[src/rtl/dsr_pkg.sv]
// constants and register map of the dma status and soft request block
package dsr_pkg;
    // ****************************************
    // sizes
    // ****************************************
    localparam int N_CH = 8;
    localparam int REQ_W = 15;
    localparam int ADDR_W = 12;
    localparam int DATA_W = 32;

    // ****************************************
    // register offsets
    // ****************************************
    localparam logic [ADDR_W-1:0] OFF_TC_CLEAR = 12'h008;
    localparam logic [ADDR_W-1:0] OFF_ERR_CLEAR = 12'h010;
    localparam logic [ADDR_W-1:0] OFF_RAW_TC = 12'h014;
    localparam logic [ADDR_W-1:0] OFF_RAW_ERR = 12'h018;
    localparam logic [ADDR_W-1:0] OFF_ENABLED = 12'h01c;
    localparam logic [ADDR_W-1:0] OFF_SW_BURST = 12'h020;
    localparam logic [ADDR_W-1:0] OFF_TC_IRQ_EN = 12'h040;
    localparam logic [ADDR_W-1:0] OFF_ERR_IRQ_EN = 12'h044;

    // ****************************************
    // field layout and reset values
    // ****************************************
    localparam logic [REQ_W-1:0] SW_BURST_MASK = 15'h4c1f;
    localparam int BIT_UART_TX = 0;
    localparam int BIT_UART_RX = 1;
    localparam int BIT_SSP_TX = 2;
    localparam int BIT_SSP_RX = 3;
    localparam int BIT_NAND = 4;
    localparam int BIT_AUDIO_ONE = 10;
    localparam int BIT_AUDIO_ZERO = 11;
    localparam int BIT_LCD_ACCEL = 14;
    localparam logic [N_CH-1:0] CH_RESET = 8'h00;
    localparam logic [REQ_W-1:0] REQ_RESET = 15'h0000;

    // ****************************************
    // bus responses
    // ****************************************
    localparam logic [1:0] RESP_OKAY = 2'h0;
    localparam logic [1:0] RESP_SLVERR = 2'h2;
endpackage : dsr_pkg

[src/rtl/dsr_top.sv]
// top of the dma status and soft burst request block
//
// Chosen here: register access over AXI4-Lite.
module dsr_top
    import dsr_pkg::*;
#(
    parameter int CH = dsr_pkg::N_CH,
    parameter int RQ = dsr_pkg::REQ_W
) (
    input wire logic core_clk,
    input wire logic rst,
    input wire logic [dsr_pkg::ADDR_W-1:0] s_axi_awaddr,
    input wire logic s_axi_awvalid,
    output logic s_axi_awready,
    input wire logic [dsr_pkg::DATA_W-1:0] s_axi_wdata,
    input wire logic [3:0] s_axi_wstrb,
    input wire logic s_axi_wvalid,
    output logic s_axi_wready,
    output logic [1:0] s_axi_bresp,
    output logic s_axi_bvalid,
    input wire logic s_axi_bready,
    input wire logic [dsr_pkg::ADDR_W-1:0] s_axi_araddr,
    input wire logic s_axi_arvalid,
    output logic s_axi_arready,
    output logic [dsr_pkg::DATA_W-1:0] s_axi_rdata,
    output logic [1:0] s_axi_rresp,
    output logic s_axi_rvalid,
    input wire logic s_axi_rready,
    input wire logic [dsr_pkg::N_CH-1:0] count_done_evt,
    input wire logic [dsr_pkg::N_CH-1:0] bus_fault_evt,
    input wire logic [dsr_pkg::N_CH-1:0] chan_start,
    input wire logic [dsr_pkg::N_CH-1:0] chan_finish,
    input wire logic [dsr_pkg::REQ_W-1:0] hw_burst_req,
    input wire logic [dsr_pkg::REQ_W-1:0] burst_done,
    output logic [dsr_pkg::REQ_W-1:0] burst_req,
    output logic [dsr_pkg::N_CH-1:0] channel_active_flag,
    output logic irq
);
    // ****************************************
    // bus front end
    // ****************************************
    logic wr_fire;
    logic [ADDR_W-1:0] wr_addr;
    logic [DATA_W-1:0] wr_data;
    logic [3:0] wr_strb;
    logic wr_ok;
    logic [ADDR_W-1:0] rd_addr;
    logic [DATA_W-1:0] rd_data;
    logic rd_ok;

    dsr_axil_slave u_bus (
        .core_clk(core_clk),
        .rst(rst),
        .s_axi_awaddr(s_axi_awaddr),
        .s_axi_awvalid(s_axi_awvalid),
        .s_axi_awready(s_axi_awready),
        .s_axi_wdata(s_axi_wdata),
        .s_axi_wstrb(s_axi_wstrb),
        .s_axi_wvalid(s_axi_wvalid),
        .s_axi_wready(s_axi_wready),
        .s_axi_bresp(s_axi_bresp),
        .s_axi_bvalid(s_axi_bvalid),
        .s_axi_bready(s_axi_bready),
        .s_axi_araddr(s_axi_araddr),
        .s_axi_arvalid(s_axi_arvalid),
        .s_axi_arready(s_axi_arready),
        .s_axi_rdata(s_axi_rdata),
        .s_axi_rresp(s_axi_rresp),
        .s_axi_rvalid(s_axi_rvalid),
        .s_axi_rready(s_axi_rready),
        .wr_fire(wr_fire),
        .wr_addr(wr_addr),
        .wr_data(wr_data),
        .wr_strb(wr_strb),
        .wr_ok(wr_ok),
        .rd_addr(rd_addr),
        .rd_data(rd_data),
        .rd_ok(rd_ok)
    );

    // ****************************************
    // address match
    // ****************************************
    // full twelve-bit compare, so no register answers at an alias
    logic hit_wr_tc_clear;
    logic hit_wr_err_clear;
    logic hit_wr_raw_tc;
    logic hit_wr_raw_err;
    logic hit_wr_enabled;
    logic hit_wr_sw_burst;
    logic hit_wr_tc_en;
    logic hit_wr_err_en;

    logic hit_rd_tc_clear;
    logic hit_rd_err_clear;
    logic hit_rd_raw_tc;
    logic hit_rd_raw_err;
    logic hit_rd_enabled;
    logic hit_rd_sw_burst;
    logic hit_rd_tc_en;
    logic hit_rd_err_en;

    assign hit_wr_tc_clear = (wr_addr == OFF_TC_CLEAR);
    assign hit_wr_err_clear = (wr_addr == OFF_ERR_CLEAR);
    assign hit_wr_raw_tc = (wr_addr == OFF_RAW_TC);
    assign hit_wr_raw_err = (wr_addr == OFF_RAW_ERR);
    assign hit_wr_enabled = (wr_addr == OFF_ENABLED);
    assign hit_wr_sw_burst = (wr_addr == OFF_SW_BURST);
    assign hit_wr_tc_en = (wr_addr == OFF_TC_IRQ_EN);
    assign hit_wr_err_en = (wr_addr == OFF_ERR_IRQ_EN);

    assign hit_rd_tc_clear = (rd_addr == OFF_TC_CLEAR);
    assign hit_rd_err_clear = (rd_addr == OFF_ERR_CLEAR);
    assign hit_rd_raw_tc = (rd_addr == OFF_RAW_TC);
    assign hit_rd_raw_err = (rd_addr == OFF_RAW_ERR);
    assign hit_rd_enabled = (rd_addr == OFF_ENABLED);
    assign hit_rd_sw_burst = (rd_addr == OFF_SW_BURST);
    assign hit_rd_tc_en = (rd_addr == OFF_TC_IRQ_EN);
    assign hit_rd_err_en = (rd_addr == OFF_ERR_IRQ_EN);

    // ****************************************
    // write decode
    // ****************************************
    logic [DATA_W-1:0] byte_mask;
    logic [DATA_W-1:0] wr_bits;
    logic [CH-1:0] wr_bits_ch;
    logic [RQ-1:0] wr_bits_rq;
    logic wr_tc_clear;
    logic wr_err_clear;
    logic wr_sw_burst;
    logic wr_tc_en;
    logic wr_err_en;
    logic wr_read_only;

    // disabled byte lanes write as zero: no effect on the clear and burst registers, but the irq enables load those zeros
    assign byte_mask = {{8{wr_strb[3]}}, {8{wr_strb[2]}}, {8{wr_strb[1]}}, {8{wr_strb[0]}}};
    assign wr_bits = wr_data & byte_mask;
    assign wr_bits_ch = wr_bits[CH-1:0];
    assign wr_bits_rq = wr_bits[RQ-1:0];
    assign wr_tc_clear = wr_fire & hit_wr_tc_clear;
    assign wr_err_clear = wr_fire & hit_wr_err_clear;
    assign wr_sw_burst = wr_fire & hit_wr_sw_burst;
    assign wr_tc_en = wr_fire & hit_wr_tc_en;
    assign wr_err_en = wr_fire & hit_wr_err_en;
    // writes to status registers are ignored but answered okay
    assign wr_read_only = hit_wr_raw_tc | hit_wr_raw_err | hit_wr_enabled;
    assign wr_ok = wr_read_only | hit_wr_tc_clear | hit_wr_err_clear | hit_wr_sw_burst
        | hit_wr_tc_en | hit_wr_err_en;

    // ****************************************
    // raw count-done and fault flags
    // ****************************************
    logic [CH-1:0] tc_clr;
    logic [CH-1:0] err_clr;
    logic [CH-1:0] raw_count_done_flag;
    logic [CH-1:0] raw_fault_flag;

    assign tc_clr = wr_tc_clear ? wr_bits_ch : CH_RESET;
    assign err_clr = wr_err_clear ? wr_bits_ch : CH_RESET;

    // set straight from the engine events, no enable in the path
    dsr_sticky_bank #(.W(CH)) u_tc_flags (
        .core_clk(core_clk),
        .rst(rst),
        .set_bits(count_done_evt),
        .clr_bits(tc_clr),
        .flags(raw_count_done_flag)
    );

    dsr_sticky_bank #(.W(CH)) u_err_flags (
        .core_clk(core_clk),
        .rst(rst),
        .set_bits(bus_fault_evt),
        .clr_bits(err_clr),
        .flags(raw_fault_flag)
    );

    // ****************************************
    // channel active flags
    // ****************************************
    // a restart in the finishing cycle keeps the channel active
    dsr_sticky_bank #(.W(CH)) u_active (
        .core_clk(core_clk),
        .rst(rst),
        .set_bits(chan_start),
        .clr_bits(chan_finish),
        .flags(channel_active_flag)
    );

    // ****************************************
    // software burst requests
    // ****************************************
    logic [RQ-1:0] sw_set;
    logic [RQ-1:0] sw_burst_request_bit;
    logic [RQ-1:0] all_req;
    logic [RQ-1:0] hw_req_in;
    logic [RQ-1:0] burst_req_ff;

    // reserved bits are masked, a stray one cannot raise a request
    assign sw_set = wr_sw_burst ? (wr_bits_rq & SW_BURST_MASK) : REQ_RESET;

    // a write in the completing cycle keeps its request, set wins
    dsr_sticky_bank #(.W(RQ)) u_sw_burst (
        .core_clk(core_clk),
        .rst(rst),
        .set_bits(sw_set),
        .clr_bits(burst_done),
        .flags(sw_burst_request_bit)
    );

    // hardware lines outside the mask are not ours to pass on
    assign hw_req_in = hw_burst_req & SW_BURST_MASK;
    // software and hardware requests merge by OR; both at once give the union of the two
    assign all_req = sw_burst_request_bit | hw_req_in;
    assign burst_req = burst_req_ff;

    always_ff @(posedge core_clk or posedge rst) begin
        if (rst) begin
            burst_req_ff <= REQ_RESET;
        end else begin
            burst_req_ff <= all_req;
        end
    end

    // ****************************************
    // interrupt enables and output
    // ****************************************
    logic [CH-1:0] tc_en_ff;
    logic [CH-1:0] err_en_ff;
    logic [CH-1:0] tc_masked;
    logic [CH-1:0] err_masked;
    logic irq_ff;
    logic nxt_irq;

    // masking only gates the pin, the raw flags stay readable
    assign tc_masked = raw_count_done_flag & tc_en_ff;
    assign err_masked = raw_fault_flag & err_en_ff;
    assign nxt_irq = (|tc_masked) | (|err_masked);
    assign irq = irq_ff;

    // one flop between flags and pin, so the pin never glitches
    always_ff @(posedge core_clk or posedge rst) begin
        if (rst) begin
            tc_en_ff <= CH_RESET;
            err_en_ff <= CH_RESET;
            irq_ff <= 1'b0;
        end else begin
            if (wr_tc_en) begin
                tc_en_ff <= wr_bits_ch;
            end
            if (wr_err_en) begin
                err_en_ff <= wr_bits_ch;
            end
            irq_ff <= nxt_irq;
        end
    end

    // ****************************************
    // read decode
    // ****************************************
    logic [DATA_W-1:0] rd_tc;
    logic [DATA_W-1:0] rd_err;
    logic [DATA_W-1:0] rd_act;
    logic [DATA_W-1:0] rd_sw;
    logic [DATA_W-1:0] rd_tce;
    logic [DATA_W-1:0] rd_erre;
    logic rd_clear_reg;

    // unused upper bits read as zero
    assign rd_tc = {{(DATA_W-CH){1'b0}}, raw_count_done_flag};
    assign rd_err = {{(DATA_W-CH){1'b0}}, raw_fault_flag};
    assign rd_act = {{(DATA_W-CH){1'b0}}, channel_active_flag};
    assign rd_sw = {{(DATA_W-RQ){1'b0}}, all_req};
    assign rd_tce = {{(DATA_W-CH){1'b0}}, tc_en_ff};
    assign rd_erre = {{(DATA_W-CH){1'b0}}, err_en_ff};

    // write-only clear registers answer okay and read as zero
    assign rd_clear_reg = hit_rd_tc_clear | hit_rd_err_clear;
    assign rd_data = hit_rd_raw_tc ? rd_tc
        : hit_rd_raw_err ? rd_err
        : hit_rd_enabled ? rd_act
        : hit_rd_sw_burst ? rd_sw
        : hit_rd_tc_en ? rd_tce
        : hit_rd_err_en ? rd_erre
        : '0;
    assign rd_ok = rd_clear_reg | hit_rd_raw_tc | hit_rd_raw_err | hit_rd_enabled
        | hit_rd_sw_burst | hit_rd_tc_en | hit_rd_err_en;
endmodule : dsr_top

[src/rtl/dsr_sticky_bank.sv]
// bank of sticky flags where a set wins over a clear in the same cycle
module dsr_sticky_bank #(
    parameter int W = 8
) (
    input wire logic core_clk,
    input wire logic rst,
    input wire logic [W-1:0] set_bits,
    input wire logic [W-1:0] clr_bits,
    output logic [W-1:0] flags
);
    logic [W-1:0] flags_ff;
    logic [W-1:0] nxt_flags;

    // set beats clear so no event is lost
    assign nxt_flags = set_bits | (flags_ff & ~clr_bits);
    assign flags = flags_ff;

    always_ff @(posedge core_clk or posedge rst) begin
        if (rst) begin
            flags_ff <= '0;
        end else begin
            flags_ff <= nxt_flags;
        end
    end
endmodule : dsr_sticky_bank

[src/rtl/dsr_axil_slave.sv]
// axi4-lite slave front end: one write and one read in flight
module dsr_axil_slave
    import dsr_pkg::*;
(
    input wire logic core_clk,
    input wire logic rst,
    input wire logic [dsr_pkg::ADDR_W-1:0] s_axi_awaddr,
    input wire logic s_axi_awvalid,
    output logic s_axi_awready,
    input wire logic [dsr_pkg::DATA_W-1:0] s_axi_wdata,
    input wire logic [3:0] s_axi_wstrb,
    input wire logic s_axi_wvalid,
    output logic s_axi_wready,
    output logic [1:0] s_axi_bresp,
    output logic s_axi_bvalid,
    input wire logic s_axi_bready,
    input wire logic [dsr_pkg::ADDR_W-1:0] s_axi_araddr,
    input wire logic s_axi_arvalid,
    output logic s_axi_arready,
    output logic [dsr_pkg::DATA_W-1:0] s_axi_rdata,
    output logic [1:0] s_axi_rresp,
    output logic s_axi_rvalid,
    input wire logic s_axi_rready,
    output logic wr_fire,
    output logic [dsr_pkg::ADDR_W-1:0] wr_addr,
    output logic [dsr_pkg::DATA_W-1:0] wr_data,
    output logic [3:0] wr_strb,
    input wire logic wr_ok,
    output logic [dsr_pkg::ADDR_W-1:0] rd_addr,
    input wire logic [dsr_pkg::DATA_W-1:0] rd_data,
    input wire logic rd_ok
);
    logic aw_held_ff, w_held_ff, bvalid_ff, awready_ff, wready_ff;
    logic ar_pend_ff, rvalid_ff, arready_ff;
    logic [1:0] bresp_ff, rresp_ff;
    logic [ADDR_W-1:0] awaddr_ff, araddr_ff;
    logic [DATA_W-1:0] wdata_ff, rdata_ff;
    logic [3:0] wstrb_ff;
    logic aw_take, w_take, ar_take;
    logic nxt_aw_held, nxt_w_held, nxt_bvalid, nxt_rvalid, nxt_ar_pend;

    assign aw_take = s_axi_awvalid & awready_ff;
    assign w_take = s_axi_wvalid & wready_ff;
    assign ar_take = s_axi_arvalid & arready_ff;
    assign wr_fire = aw_held_ff & w_held_ff & ~bvalid_ff;
    assign nxt_aw_held = ~wr_fire & (aw_held_ff | aw_take);
    assign nxt_w_held = ~wr_fire & (w_held_ff | w_take);
    assign nxt_bvalid = wr_fire | (bvalid_ff & ~s_axi_bready);
    assign nxt_ar_pend = ar_take;
    assign nxt_rvalid = ar_pend_ff | (rvalid_ff & ~s_axi_rready);
    assign wr_addr = awaddr_ff;
    assign wr_data = wdata_ff;
    assign wr_strb = wstrb_ff;
    assign rd_addr = araddr_ff;
    assign s_axi_awready = awready_ff;
    assign s_axi_wready = wready_ff;
    assign s_axi_bvalid = bvalid_ff;
    assign s_axi_bresp = bresp_ff;
    assign s_axi_arready = arready_ff;
    assign s_axi_rvalid = rvalid_ff;
    assign s_axi_rresp = rresp_ff;
    assign s_axi_rdata = rdata_ff;

    always_ff @(posedge core_clk or posedge rst) begin
        if (rst) begin
            aw_held_ff <= 1'b0;
            w_held_ff <= 1'b0;
            bvalid_ff <= 1'b0;
            awready_ff <= 1'b1;
            wready_ff <= 1'b1;
            bresp_ff <= RESP_OKAY;
            awaddr_ff <= '0;
            wdata_ff <= '0;
            wstrb_ff <= '0;
        end else begin
            aw_held_ff <= nxt_aw_held;
            w_held_ff <= nxt_w_held;
            bvalid_ff <= nxt_bvalid;
            // no new write taken until the response has gone
            awready_ff <= ~nxt_aw_held & ~nxt_bvalid;
            wready_ff <= ~nxt_w_held & ~nxt_bvalid;
            if (aw_take) awaddr_ff <= s_axi_awaddr;
            if (w_take) wdata_ff <= s_axi_wdata;
            if (w_take) wstrb_ff <= s_axi_wstrb;
            if (wr_fire) bresp_ff <= wr_ok ? RESP_OKAY : RESP_SLVERR;
        end
    end

    always_ff @(posedge core_clk or posedge rst) begin
        if (rst) begin
            ar_pend_ff <= 1'b0;
            rvalid_ff <= 1'b0;
            arready_ff <= 1'b1;
            rresp_ff <= RESP_OKAY;
            araddr_ff <= '0;
            rdata_ff <= '0;
        end else begin
            ar_pend_ff <= nxt_ar_pend;
            rvalid_ff <= nxt_rvalid;
            arready_ff <= ~nxt_ar_pend & ~nxt_rvalid;
            if (ar_take) araddr_ff <= s_axi_araddr;
            if (ar_pend_ff) rdata_ff <= rd_data;
            if (ar_pend_ff) rresp_ff <= rd_ok ? RESP_OKAY : RESP_SLVERR;
        end
    end
endmodule : dsr_axil_slave

[config.mk]
export PLATFORM = sky130hd
export DESIGN_NAME = dsr_top
export DESIGN_NICKNAME = d
export VERILOG_FILES = /design/src/rtl/dsr_pkg.sv /design/src/rtl/dsr_top.sv /design/src/rtl/dsr_sticky_bank.sv /design/src/rtl/dsr_axil_slave.sv
export SDC_FILE = /design/constraint.sdc
export NUM_CORES = 1
export LEC_CHECK = 0
export BUFFER_PORTS_ARGS = -buffer_cell sky130_fd_sc_hd__buf_4
export CAP_MARGIN = 20
export CORE_AREA = 2 2 79 157
export DETAILED_ROUTE_END_ITERATION = 12
export DIE_AREA = 0 0 81 159
export PLACE_DENSITY = 0.79
export SYNTH_ARGS = -nofsm -noshare
export SYNTH_HDL_FRONTEND = slang
export SYNTH_SLANG_ARGS = --single-unit
[constraint.sdc]
create_clock -name core_clk -period 4.8 [get_ports core_clk]
set_input_delay 0.48 -clock core_clk [delete_from_list [all_inputs] [get_ports core_clk]]
set_output_delay 0.48 -clock core_clk [all_outputs]
set_load 0.1 [all_outputs]
# Word-level counts from Yosys, hierarchy flattened
# Cells that the tools add are included.
# totals
regBits,156
input_bits,129
output_inout_bits,65
wordCells,113
# classes
eq_ne,16
muxes,11
bitwise_logic,61
n_reduce_logical,2
# op_table
op,n
equality test 12 x 5 -> 1 bit (second input constant),8
two-way mux 15 bit,5
equality test 12 x 7 -> 1 bit (second input constant),4
bitwise AND 8 bit,5
two-way mux 8 bit,4
bitwise AND 15 bit,2
bitwise OR 15 bit,2
equality test 12 x 4 -> 1 bit (second input constant),2
equality test 12 x 6 -> 1 bit (second input constant),2
inverter 8 bit,3
bitwise OR 8 bit,3
bitwise OR 1 bit,19
bitwise AND 1 bit,17
OR reduction 8 bit,2
inverter 15 bit,1
inverter 1 bit,9
two-way mux 2 bit,2

# Depth between registers and ports, before layout
# depth
ltp_word,9
mapped_depth,7

# Hierarchy
# Synthesis repeated with hierarchy kept, for this count alone.
# unflattened
cells_unflattened,562
area_unflattened_um2,7460.9
# by_module_without_submodules
module,n_inst,cells_each,area_per_inst_um2,seq_area_each_um2
dsr_axil_slave,1,228,3975.1,2556.2
dsr_top,1,213,2055.7,800.8
dsr_sticky_bank (u_active ...),3,25,294.0,200.2
dsr_sticky_bank (u_sw_burst),1,46,548.0,375.4

# Worst setup path after synthesis
# Ideal clock, no wire load.
# synth_path
kind,reg-to-reg
startpoint,"reg u_bus.bvalid_ff, in the netlist u_bus.s_axi_bvalid"
endpoint,reg err_en_ff[0]
setup_time_ps,125
arrival_ps,2201
required_ps,4675
setup_slack_ps,2474
stages_incl_launch_ff,6
path_buffers,1
synth_period_minus_slack_ps,2326
path_cell_list,dfrtp_1 > and3b_1 > clkbuf_1 > nand3_1 > nor3_2 > mux2_2
# synth_via
elab_chain_cells,3
# synth_lines
item,line_no,text
"start, declared",dsr_axil_slave.sv:33,"logic aw_held_ff, w_held_ff, bvalid_ff, awready_ff, wready_ff;"
"start signal, assigned",dsr_axil_slave.sv:78,bvalid_ff <= nxt_bvalid;
inverter 1 bit,dsr_axil_slave.sv:45,assign wr_fire = aw_held_ff & w_held_ff & ~bvalid_ff;
bitwise AND 1 bit,dsr_axil_slave.sv:45,
bitwise AND 1 bit,dsr_top.sv:144,assign wr_err_en = wr_fire & hit_wr_err_en;
"end signal, assigned",dsr_top.sv:252,err_en_ff <= wr_bits_ch;
"end, declared",dsr_top.sv:229,logic [CH-1:0] err_en_ff;
# Every way passes these cells.
# A chain may end at the register's enable or synchronous reset.

# Worst setup path in the final report
# layout_path
startpoint,"reg u_bus.awaddr_ff[9], in the netlist u_bus.wr_addr[9]"
endpoint,reg err_en_ff[3]
# layout_via
elab_chain_cells,2
# layout_lines
item,line_no,text
"start, declared",dsr_axil_slave.sv:36,"logic [ADDR_W-1:0] awaddr_ff, araddr_ff;"
"start signal, assigned",dsr_axil_slave.sv:82,if (aw_take) awaddr_ff <= s_axi_awaddr;
equality test 12 x 7 -> 1 bit,dsr_top.sv:110,assign hit_wr_err_en = (wr_addr == OFF_ERR_IRQ_EN);
bitwise AND 1 bit,dsr_top.sv:144,
# Every way passes these cells.

==> run summary <==
Status = complete, no violations
Yosys warns = 0
Synth area leaders = dfrtp_1 (56%), mux2_2 (10%), buf_4 (2.4%)
Final Skew = 0.00801 ns
Avg Cell Area, Syn = 11.8 um2
Number of global-route vias before repair = 4744
Post-CTS Setup Repair Bufs = 0
CP endpoint kind = register
Post-CTS sizing = 0
Post-DP HPWL = 11400 um
CTS H-Tree Depth = 4
Worst-case clock buffer depth = 2
Minimum clock period = 2.36 ns
Setup violations, final = 0
DP Worst Slack = 2.49 ns
Total global-route track usage = 0.247
FMAX = 424 MHz
Slowest cell on crit path = nor3_2
Mapped Area = 5840 um2
Global-route wire length before repair = 23600 um
CP Launch Type = register
Worst min-delay path category = in -> reg
Antenna cell count = 0
Hold Path Cell Cnt = 2
Unrepaired setup endpoints after global routing = no
Pin count of the biggest net entering global routing = 62
EDFF count, synth = 0
RR Endpoint = err_en_ff[3]
Core Box Area = 11600 um2
Final Hold Viols = 0
Period utilisation layout = 0.491
Main synth FF type = dfrtp_1
TritonCTS buffer count = 17
Ports = 194
Sequential share of the synthesized area = 0.570
Chip Height = 159 um
Port Buffers = 144
Critical path buffer and inverter count = 0
Critical setup path kind = reg -> reg
Final Wtd Congestion = 0.944
Synth Instances = 493
DRC Markers = 0
Setup TNS Final = 0 ns
Relative slew margins = 0.353
Total Wirelength = 15100 um
Initial Util = 0.502
First-iteration detailed-routing DRC count = 399
CTS clk-pin slew, worst paths = 0.06 ns
Max IR drop VDD = 454 uV
Share of the synthesized area in the top cell type = 0.557
Post-synth top area cell = dfrtp_1
CTS Sinks = 133
Vias post-DR = 4426
Initial antenna violation count = 0
Arrival @ worst endpoint = 2.66 ns
Delay of the slowest critical-path stage = 0.66 ns
Root Buffer = clkbuf_16
MaxCap Viol Count = 0
Slack of the critical path = 2.44 ns
Actual slew at the worst max-slew pin = 0.971 ns
Via density = 5.59
Total Power = 4.08 mW
WP data required = 5.10 ns
GRT overflow = 0
Synth async-reset ratio = 1.00
Worst-path cell chain = nor4_2 -> nand3_1 -> nor3_2 -> mux2_2
Worst-path fanout max = 8
Slew Limit Fails = 0
DIE AREA = 12900 um2
Top delay family on crit path = simple AND/OR/NAND/NOR gates
Worst-skew pair later-pin latency = 0.42 ns
Area delta synth->final = 29.5%
Worst Hold End = u_sw_burst.flags[7]
Top post-synthesis cells by count = dfrtp_1 (130), mux2_2 (52), nor2_1 (27), inv_1 (26)
CTS tree = done
Min-delay src = burst_done[7]
Post-synthesis register bit count = 133
Unique masters post-synth = 53
Remaining antenna violation count = 0
Row count = 56
FF-to-FF setup slack = 2.44 ns
Cells on worst reg2reg path = 4
Post-CTS Hold Fix Bufs = 1
Die Wd = 81 um
PwrDens = 539 nW/um2
FF-to-FF Start = u_bus.wr_addr[9]
DRT Pass-1 Iters = 5
Final Net Count = 763
Leakage power = 3.48 nW
Layout cells sized above 1 = 0.399
Most frequent cell after synthesis = dfrtp_1
Mean routed wirelength per cell = 19.1 um
-- worst max path at each step --
stage / depth (start not counted) / to / slack [ns] / start
after global placement: 4 / u_bus.s_axi_rdata[4] / 2.55 / u_bus.rd_addr[3]
after detailed placement: 4 / err_en_ff[1] / 2.49 / u_bus.wr_addr[9]
after CTS: 4 / err_en_ff[3] / 2.48 / u_bus.wr_addr[9]
final: 4 / err_en_ff[3] / 2.44 / u_bus.wr_addr[9]
after floorplan: 1 / burst_req[0] / 0.77 / rst
after global routing: 4 / err_en_ff[2] / 2.32 / u_bus.wr_addr[9]
-- area by class of cell --
class | count | area, um2
clock buffer | 19 | 453
clock inverter | 13 | 174
fill | 893 | 4070
inverter | 26 | 100
multi-input combinational | 309 | 2220
sequential | 133 | 3330
tap | 145 | 181
timing repair buffer | 147 | 1110
-- kinds of logic after synthesis --
kind of cell    Yosys count  share of synthesized area
simple gates            138                      0.136
other cells               1                   0.000642
flops                   133                      0.570
mux                      60                      0.114
compound gates           92                      0.118
buf+inv                  69                     0.0615
-- layer usage --
metal	routed length (um)	GRT usage	part of all wire	up-vias
met5	0	0	0	-
met2	8550	0.438	0.57	213
met4	1140	0.193	0.075	0
met3	741	0.0505	0.049	70
li1	-	-	-	2005
met1	4690	0.235	0.31	2138
-- registers in the layout, summed over array words and instances, names as in the netlist, 2 cells and up --
register / count
u_sw_burst.flags: 15
u_bus.wr_strb: 2
u_active.flags: 8
tc_en_ff: 8
u_tc_flags.flags: 8
u_bus.wr_addr: 12
u_bus.wr_data: 11
u_bus.s_axi_rdata: 15
burst_req: 15
u_bus.rd_addr: 12
err_en_ff: 8
u_err_flags.flags: 8
-- cell usage in the layout, fill, tap and decap left out, types with 12 or more instances in the layout --
cell	n
mux2_2	52
nand2b_1	12
inv_1	25
nand2_1	19
clkbuf_16	17
buf_4	146
nor2_1	27
dfrtp_1	130
a21o_1	16
nor3_1	18
conb_1	19
-- where the power goes --
group	internal [mW]	switching [mW]	total (mW)	leakage [nW]
sequential	1.33	0.238	1.57	1.61
combinational	0.389	0.771	1.16	1.58
clock	0.851	0.494	1.35	0.296
-- worst register-to-register path: cells and delay by family, from the launching register on --
| family | cells | cell delay (ns) |
|---|---|---|
| muxes | 1 | 0.41 |
| DFF | 1 | 0.40 |
| and+or+nand+nor | 3 | 1.43 |
-- metrics by stage --
stage / hold slack (ns) / std cells / cell area [um2] / util
2_1_floorplan: 0.354 / 511 / 5910 / -
3_3_place_gp: 0.361 / 759 / 6930 / 0.596
3_5_place_dp: 0.374 / 759 / 6930 / 0.596
4_1_cts: 0.182 / 792 / 7560 / 0.650
5_1_grt: 0.196 / 792 / 7560 / 0.650
6_report: 0.198 / 792 / 7560 / 0.650
(Power assumes the default switching activity.)
